## config.mk

```make
export PLATFORM = sky130hd
export DESIGN_NAME = gpd_port
export DESIGN_NICKNAME = d
export VERILOG_FILES = /design/src/gpd_pkg.sv /design/src/gpd_sync2.sv /design/src/gpd_port.sv
export SDC_FILE = /design/constraint.sdc
export NUM_CORES = 1
export LEC_CHECK = 0
export ABC_AREA = 0
export BUFFER_PORTS_ARGS = -buffer_cell sky130_fd_sc_hd__clkbuf_2
export CORE_UTILIZATION = 35
export DETAILED_ROUTE_END_ITERATION = 10
export PLACE_DENSITY_LB_ADDON = 0.12
export SLEW_MARGIN = 20
export SYNTH_ARGS = -nofsm -noshare
export SYNTH_HDL_FRONTEND = slang
export SYNTH_SLANG_ARGS = --single-unit
```

## constraint.sdc

```tcl
create_clock -name i_clk -period 1.8 [get_ports i_clk]
set_input_delay 0.18 -clock i_clk [delete_from_list [all_inputs] [get_ports i_clk]]
set_output_delay 0.18 -clock i_clk [all_outputs]
set_load 0.005 [all_outputs]
```

## src/gpd_pkg.sv

```systemverilog
package gpd_pkg;

   // ----------------------------------------
   // register map (byte addresses, one register per offset)
   // ----------------------------------------
   localparam logic [3:0] GPD_ADDR_PIN_VALUE = 4'h0;
   localparam logic [3:0] GPD_ADDR_OUTPUT_LATCH = 4'h1;
   localparam logic [3:0] GPD_ADDR_DIRECTION = 4'h2;
   localparam logic [3:0] GPD_ADDR_PAD_CONFIG = 4'h3;
   localparam logic [3:0] GPD_ADDR_OPEN_DRAIN = 4'h4;
   localparam logic [3:0] GPD_ADDR_MODE_CONTROL = 4'h5;

   // ----------------------------------------
   // field positions
   // ----------------------------------------
   localparam int GPD_PULLUP_CONTROL_BIT = 7;
   localparam int GPD_SERIAL2_OPEN_DRAIN_BIT = 0;
   localparam int GPD_EXT_BUS_DISABLE_BIT = 7;
   localparam int GPD_SLAVE_PORT_MODE_BIT = 4;
   localparam int GPD_PULSE_GEN_ENABLE_BIT = 0;
   localparam int GPD_PIN_PULSE = 0;
   localparam int GPD_PIN_TIMER_IN = 1;
   localparam int GPD_PIN_SDO = 4;
   localparam int GPD_PIN_SDA = 5;
   localparam int GPD_PIN_SCK = 6;
   localparam int GPD_PIN_SELECT = 7;

   // ----------------------------------------
   // reset values
   // ----------------------------------------
   localparam logic [7:0] GPD_RST_LATCH = 8'h00;
   localparam logic [7:0] GPD_RST_DIRECTION = 8'hFF;
   // pull-up control set means pull-ups off
   localparam logic [7:0] GPD_RST_PAD_CONFIG = 8'h80;
   localparam logic [7:0] GPD_RST_OPEN_DRAIN = 8'h00;
   localparam logic [7:0] GPD_RST_MODE_CONTROL = 8'h00;
   localparam logic [7:0] GPD_PAD_CONFIG_MASK = 8'h80;
   localparam logic [7:0] GPD_OPEN_DRAIN_MASK = 8'h01;
   localparam logic [7:0] GPD_MODE_CONTROL_MASK = 8'h01;

   // ----------------------------------------
   // pin owner
   // ----------------------------------------
   typedef enum logic [1:0] {
      GPD_OWN_PORT = 2'b00,
      GPD_OWN_EXT_BUS = 2'b01,
      GPD_OWN_SLAVE_PORT = 2'b10
   } gpd_owner_type;

endpackage : gpd_pkg

```

## src/gpd_sync2.sv

```systemverilog
`timescale 1ns/1ps
module gpd_sync2 (
   // clock and reset
   input wire logic i_clk,
   input wire logic i_srst,
   // data
   input wire logic [7:0] i_async,
   output logic [7:0] o_sync
);
   import gpd_pkg::*;

   logic [7:0] meta_reg;
   logic [7:0] sync_reg;

   always_ff @(posedge i_clk) begin
      if (i_srst) begin
         meta_reg <= 8'h00;
         sync_reg <= 8'h00;
      end else begin
         meta_reg <= i_async;
         sync_reg <= meta_reg;
      end
   end

   assign o_sync = sync_reg;

endmodule : gpd_sync2

```

## src/gpd_port.sv

```systemverilog
`timescale 1ns/1ps
// Notes on behaviour
// - eight pins, each with latch bit, direction bit and readable input bit.
// - direction 0 drives latch onto pin; direction 1 makes pin an input.
// - every reset leaves all eight pins as inputs while the port, not external bus or slave port, owns them.
// - one pad config bit 7 turns all pull-ups off when set.
// - pull-up forced off on any pin configured as an output.
// - every reset disables all weak pull-ups.
// - on large variant, port functions only while external bus disable is set.
// - external bus enabled: pins carry address/data low byte, direction overridden.
// - slave port mode bit turns pins into eight-bit slave data port, TTL inputs.
// - slave data port only in microcontroller mode, not external program memory.
// - serial pins 4 to 6 go open-drain when serial2 open-drain bit set.
// - serial clock output on bit 6 takes priority over port latch data.
// - data out bit 4, data in/i2c data bit 5, clock bit 6, select bit 7.
// - bit 0 carries pulse output; bit 1 feeds timer five clock, timer seven gate.
// - slave port, external bus and pulse functions set direction themselves.
module gpd_port (
   // clock and reset
   input wire logic i_clk,
   input wire logic i_srst,
   // register port
   input wire logic [3:0] i_addr,
   input wire logic [7:0] i_wdata,
   input wire logic i_wr,
   input wire logic i_rd,
   output logic [7:0] o_rdata,
   // device level controls
   input wire logic i_large_variant,
   input wire logic i_ext_bus_disable,
   input wire logic i_micro_mode,
   input wire logic i_slave_port_mode,
   // external bus low byte
   input wire logic [7:0] i_ext_bus_out,
   input wire logic i_ext_bus_drive,
   output logic [7:0] o_ext_bus_in,
   // parallel slave port data
   input wire logic [7:0] i_slave_out,
   input wire logic i_slave_drive,
   output logic [7:0] o_slave_in,
   output logic o_slave_ttl,
   // sync serial module
   input wire logic i_serial2_data_out,
   input wire logic i_serial2_data_out_en,
   input wire logic i_serial2_clock_out,
   input wire logic i_serial2_clock_out_en,
   input wire logic i_i2c2_data_out,
   input wire logic i_i2c2_data_out_en,
   output logic o_serial2_data_in,
   output logic o_serial2_clock_in,
   output logic o_serial2_select,
   // pulse generator and timers
   input wire logic i_pulse_gen_out,
   output logic o_timer_five_clock_in,
   output logic o_timer_seven_gate_in,
   // pins
   input wire logic [7:0] i_pin,
   output logic [7:0] o_pin,
   output logic [7:0] o_pin_oe,
   output logic [7:0] o_pullup_en
);
   import gpd_pkg::*;

   // ----------------------------------------
   // registers
   // ----------------------------------------
   logic [7:0] latch_reg;
   logic [7:0] dir_reg;
   logic [7:0] pad_reg;
   logic [7:0] od_reg;
   logic [7:0] mode_reg;
   logic [7:0] rdata_reg;
   logic [7:0] pin_sync;
   gpd_owner_type owner;
   logic port_usable;
   logic [7:0] drv_val;
   logic [7:0] drv_en;
   logic [7:0] port_drv_val;
   logic [7:0] port_drv_en;
   logic [7:0] rdata_next;
   logic wr_latch;
   logic wr_dir;
   logic wr_pad;
   logic wr_od;
   logic wr_mode;

   gpd_sync2 u_sync (
      .i_clk(i_clk),
      .i_srst(i_srst),
      .i_async(i_pin),
      .o_sync(pin_sync)
   );

   // ----------------------------------------
   // write decode
   // ----------------------------------------
   // both pin value and latch addresses land in the latch
   assign wr_latch = i_wr
      && (i_addr == GPD_ADDR_PIN_VALUE || i_addr == GPD_ADDR_OUTPUT_LATCH);
   assign wr_dir = i_wr && (i_addr == GPD_ADDR_DIRECTION);
   assign wr_pad = i_wr && (i_addr == GPD_ADDR_PAD_CONFIG);
   assign wr_od = i_wr && (i_addr == GPD_ADDR_OPEN_DRAIN);
   assign wr_mode = i_wr && (i_addr == GPD_ADDR_MODE_CONTROL);

   // ----------------------------------------
   // configuration registers
   // ----------------------------------------
   always_ff @(posedge i_clk) begin
      if (i_srst) begin
         latch_reg <= GPD_RST_LATCH;
      end else if (wr_latch) begin
         latch_reg <= i_wdata;
      end
   end

   always_ff @(posedge i_clk) begin
      if (i_srst) begin
         dir_reg <= GPD_RST_DIRECTION;
      end else if (wr_dir) begin
         dir_reg <= i_wdata;
      end
   end

   always_ff @(posedge i_clk) begin
      if (i_srst) begin
         pad_reg <= GPD_RST_PAD_CONFIG;
      end else if (wr_pad) begin
         pad_reg <= i_wdata & GPD_PAD_CONFIG_MASK;
      end
   end

   always_ff @(posedge i_clk) begin
      if (i_srst) begin
         od_reg <= GPD_RST_OPEN_DRAIN;
      end else if (wr_od) begin
         od_reg <= i_wdata & GPD_OPEN_DRAIN_MASK;
      end
   end

   always_ff @(posedge i_clk) begin
      if (i_srst) begin
         mode_reg <= GPD_RST_MODE_CONTROL;
      end else if (wr_mode) begin
         mode_reg <= i_wdata & GPD_MODE_CONTROL_MASK;
      end
   end

   // ----------------------------------------
   // read port: data in the cycle after the strobe
   // ----------------------------------------
   // zero outside the answer cycle, so a stale value never looks like a read
   always_comb begin
      rdata_next = 8'h00;
      if (i_rd) begin
         case (i_addr)
            GPD_ADDR_PIN_VALUE: rdata_next = pin_sync;
            GPD_ADDR_OUTPUT_LATCH: rdata_next = latch_reg;
            GPD_ADDR_DIRECTION: rdata_next = dir_reg;
            GPD_ADDR_PAD_CONFIG: rdata_next = pad_reg;
            GPD_ADDR_OPEN_DRAIN: rdata_next = od_reg;
            GPD_ADDR_MODE_CONTROL: rdata_next = mode_reg;
            default: rdata_next = 8'h00;
         endcase
      end
   end

   always_ff @(posedge i_clk) begin
      if (i_srst) begin
         rdata_reg <= 8'h00;
      end else begin
         rdata_reg <= rdata_next;
      end
   end

   assign o_rdata = rdata_reg;

   // ----------------------------------------
   // pin ownership
   // ----------------------------------------
   // the small variant has no external bus, so the port is always usable there
   assign port_usable = !i_large_variant || i_ext_bus_disable;

   always_comb begin
      if (!port_usable) begin
         owner = GPD_OWN_EXT_BUS;
      end else if (i_slave_port_mode && i_micro_mode) begin
         owner = GPD_OWN_SLAVE_PORT;
      end else begin
         owner = GPD_OWN_PORT;
      end
   end

   assign o_slave_ttl = (owner == GPD_OWN_SLAVE_PORT);

   // ----------------------------------------
   // per-pin drive selection
   // ----------------------------------------
   for (genvar b = 0; b < 8; b++) begin : g_pin
      logic serial_en;
      logic serial_val;
      logic pulse_pin;
      logic od_pin;
      logic port_val;
      logic port_en;

      // which serial output, if any, may borrow this pin
      assign serial_en = (b == GPD_PIN_SDO) ? i_serial2_data_out_en
         : (b == GPD_PIN_SDA) ? i_i2c2_data_out_en
         : (b == GPD_PIN_SCK) ? i_serial2_clock_out_en
         : 1'b0;
      assign serial_val = (b == GPD_PIN_SDO) ? i_serial2_data_out
         : (b == GPD_PIN_SDA) ? i_i2c2_data_out
         : i_serial2_clock_out;
      assign pulse_pin = (b == GPD_PIN_PULSE) && mode_reg[GPD_PULSE_GEN_ENABLE_BIT];
      assign od_pin = (b >= GPD_PIN_SDO) && (b <= GPD_PIN_SCK)
         && od_reg[GPD_SERIAL2_OPEN_DRAIN_BIT];

      // port owner: the latch, unless a peripheral outranks it on this pin
      always_comb begin
         port_val = latch_reg[b];
         port_en = !dir_reg[b];
         if (pulse_pin) begin
            port_val = i_pulse_gen_out;
            port_en = 1'b1;
         end else if (serial_en && !dir_reg[b]) begin
            port_val = serial_val;
         end
         // open drain: drive only the low level, the board pulls high
         if (od_pin && port_val) begin
            port_en = 1'b0;
         end
      end

      assign port_drv_val[b] = port_val;
      assign port_drv_en[b] = port_en;
   end

   // a function that owns the whole byte sets the direction itself
   always_comb begin
      drv_val = port_drv_val;
      drv_en = port_drv_en;
      case (owner)
         GPD_OWN_EXT_BUS: begin
            drv_val = i_ext_bus_out;
            drv_en = {8{i_ext_bus_drive}};
         end
         GPD_OWN_SLAVE_PORT: begin
            drv_val = i_slave_out;
            drv_en = {8{i_slave_drive}};
         end
         GPD_OWN_PORT: begin
            drv_val = port_drv_val;
            drv_en = port_drv_en;
         end
         default: begin
            drv_val = latch_reg;
            drv_en = 8'h00;
         end
      endcase
   end

   assign o_pin = drv_val;
   assign o_pin_oe = drv_en;

   // pull-ups: off if control set, if the external bus owns the port, or if the pin drives for any function;
   // a peripheral that drives with its direction bit still set must not fight a pull-up
   assign o_pullup_en = (pad_reg[GPD_PULLUP_CONTROL_BIT] || !port_usable) ? 8'h00
      : (dir_reg & ~drv_en);

   // ----------------------------------------
   // inputs to peripherals
   // ----------------------------------------
   assign o_ext_bus_in = pin_sync;
   assign o_slave_in = pin_sync;
   assign o_serial2_data_in = pin_sync[GPD_PIN_SDA];
   assign o_serial2_clock_in = pin_sync[GPD_PIN_SCK];
   assign o_serial2_select = pin_sync[GPD_PIN_SELECT];
   assign o_timer_five_clock_in = pin_sync[GPD_PIN_TIMER_IN];
   assign o_timer_seven_gate_in = pin_sync[GPD_PIN_TIMER_IN];

endmodule : gpd_port

```

==> impl_metrics.tcl <==
set metrics [dict create \
    wire_per_inst_um 13.7 \
    max-cap-violations 0 \
    cellPowerDensity_nw_per_um2 785 \
    tritoncts "built" \
    ir_drop_uv 420 \
    min_path_type "in2reg" \
    ys_async_sr_fraction_pct 0 \
    grt_remaining_overflow 0 \
    timing.slew.headroom_pct 72.8 \
    critical_path_arrival_ps 1530 \
    synth_area_leaders "dfxtp_1 42%, nor2b_1 7.3%, mux2i_1 5.9%" \
    cp-startpoint "dir_reg[5]" \
    fmax_mhz 585 \
    endpoint "o_pin[5]" \
    timing.hold.ws_ps 89.1 \
    yosys_warnings 0 \
    reg2reg_slack_ps 770 \
    drive_gt1_share_pct 41.8 \
    fill_cells 571 \
    hpwl_mm 3.98 \
    register_area_um2 863 \
    drt_iter0_markers 107 \
    synth_common_cells "43 x dfxtp_1, 27 x nand2_1, 24 x nor2b_1" \
    outcome "complete, no violations" \
    grt_pass1_vias 1752 \
    synth_top_area_share_pct 42.0 \
    cp_top_family "flip-flops" \
    cts.path.max_buffers 2 \
    cts_root_buf "clkbuf_8" \
    num_rows 27 \
    synth_edf_count 0 \
    cts.clk_slew.worst_paths_ps 80 \
    gp_congestion 0.801 \
    track_usage_pct 18.3 \
    syn_nets 283 \
    grt_pass1_wl_mm 8.62 \
    grt.busiest_layer "met2" \
    syn_inst 230 \
    multi_input_comb_area_um2 1050 \
    drv_slew 0 \
    area_growth_pct 33.2 \
    worstSetupPathType "reg2out" \
    worst_r2r_endpoint "o_rdata[0]" \
    met2_usage_pct 31.0 \
    power_mw 2.15 \
    synth_ff_type "dfxtp_1" \
    syn-cell-area_um2 2050 \
    skew_ps 3.11 \
    yosys_register_bits 43 \
    worstSetupPathDepth 6 \
    htree_levels 2 \
    slowest_stage "dfxtp_2" \
    min_period_ps 1710 \
    clk-insertion-delay-late_ps 290 \
    drc 0 \
    cts_sinks 43 \
    crit_buf_inv 2 \
    worst_slew_pin_slew_ps 406 \
    leakage_nw 1.33 \
    grt_use_met1_pct 23.4 \
    port_buffers 106 \
    fp.dieArea_um2 6170 \
    worst-r2r-cell-count 4 \
    crit_path_start_kind "flop" \
    path_cells "nor2b_1 -> mux2i_1 -> buf_4 -> a211oi_1 -> a21o_1 -> clkbuf_2" \
    period_share_pct 95.0 \
    coreArea_um2 5570 \
    antenna_found_initial 0 \
    start_util_pct 36.8 \
    met3_usage_pct 3.95 \
    syn_area_per_cell_um2 8.92 \
    yosys.area.top_type "dfxtp_1" \
    routed_wl_mm 5.49 \
    synth_cell_type_count 29 \
    cts_buffers 5 \
    final_antenna_net_count 0 \
    ios 107 \
    die_h_um 78.5 \
    critPathCaptureType "primary output" \
    dr.pass1.iters 4 \
    worst-path-max-fanout 5 \
    fin_nets 380 \
    setup_viol 0 \
    num_vias 1925 \
    die_x_um 78.5 \
    finalHoldViolCount 0 \
    worstReg2RegStart "od_reg[0]" \
    synth.most_common_cell "dfxtp_1" \
    antennaDiodeCount 0 \
    slowest_delay_ps 370 \
    via_per_inst 4.81 \
    crit_required_ps 1620 \
    seq_area_frac_synth_pct 42.0 \
    grt_start_max_net_pins 36 \
]
[area by class of cell]
cell class	instances	share of cell area [%]
Tap cell	72	3.30
Clock buffer	6	2.66
Multi-Input combinational cell	162	38.3
Timing Repair Buffer	115	21.9
Clock inverter	2	2.20
Sequential cell	43	31.6
[metal layers]
metal  vias up  wire, um
met1       867      2600
met4         0        41
met2        74      2510
met3         4       330
met5         -         0
li1        980         -
[repair_timing]
item | in CTS | in global routing
setup endpoints to repair | 0 | 4
hold buffers | 0 | 0
gates resized for setup | 0 | 4
buffers inserted | 0 | 1
[metrics by stage]
stage / setup TNS (ps) / cell area (um2) / utilization, % / worst slack [ps] / cells
after detailed placement: 0 / 2580 / 46.3 / 237 / 391
after floorplan: 0 / 2050 / - / 476 / 230
after global routing: -26.1 / 2730 / 49.0 / -26.1 / 400
final: 0 / 2730 / 49.0 / 90.8 / 400
after global placement: 0 / 2580 / 46.3 / 290 / 391
after CTS: 0 / 2710 / 48.6 / 53.6 / 399
[logic make-up (layout without fill, tap and decap cells)]
kind of cell    count (synthesis)  in the layout  synth area share [%]
compound gates                 48             48                  15.4
buf+inv                        25            123                  7.44
flops                          43             43                  42.0
mux                            20             20                  10.3
simple gates                   94             94                  24.9
[worst min-delay path by stage]
stage / from / to / slack (ps) / cells past startpoint
finish: i_pin[4] / u_sync.meta_reg[4] / 90 / 2
floorplan: i_pin[0] / u_sync.meta_reg[0] / 310 / 1
detailed placement: i_pin[4] / u_sync.meta_reg[4] / 390 / 2
global placement: i_pin[0] / u_sync.meta_reg[0] / 390 / 2
CTS: i_pin[4] / u_sync.meta_reg[4] / 80 / 2
global route: i_pin[2] / u_sync.meta_reg[2] / 90 / 2
[power breakdown]
part           internal [mW]  switching (mW)
clock                  0.554           0.324
sequential             0.977          0.0183
combinational          0.137           0.135
total                   1.67           0.477
[placed cells by master, fill, tap and decap left out, types with 3 or more instances in the layout]
cell and instances:
nand2_1 27, clkbuf_2 106, buf_4 9, a22oi_1 7, mux2i_1 12, a211o_1 8, o21ai_0 11, nor2b_1 24
nand4_1 3, mux2_2 8, and2_1 8, a211oi_1 4, and3_1 9, clkbuf_8 5, a21oi_1 10, dfxtp_1 41
nor2_1 15, a21o_1 3
Note: power is estimated with default switching activity, not from simulation.
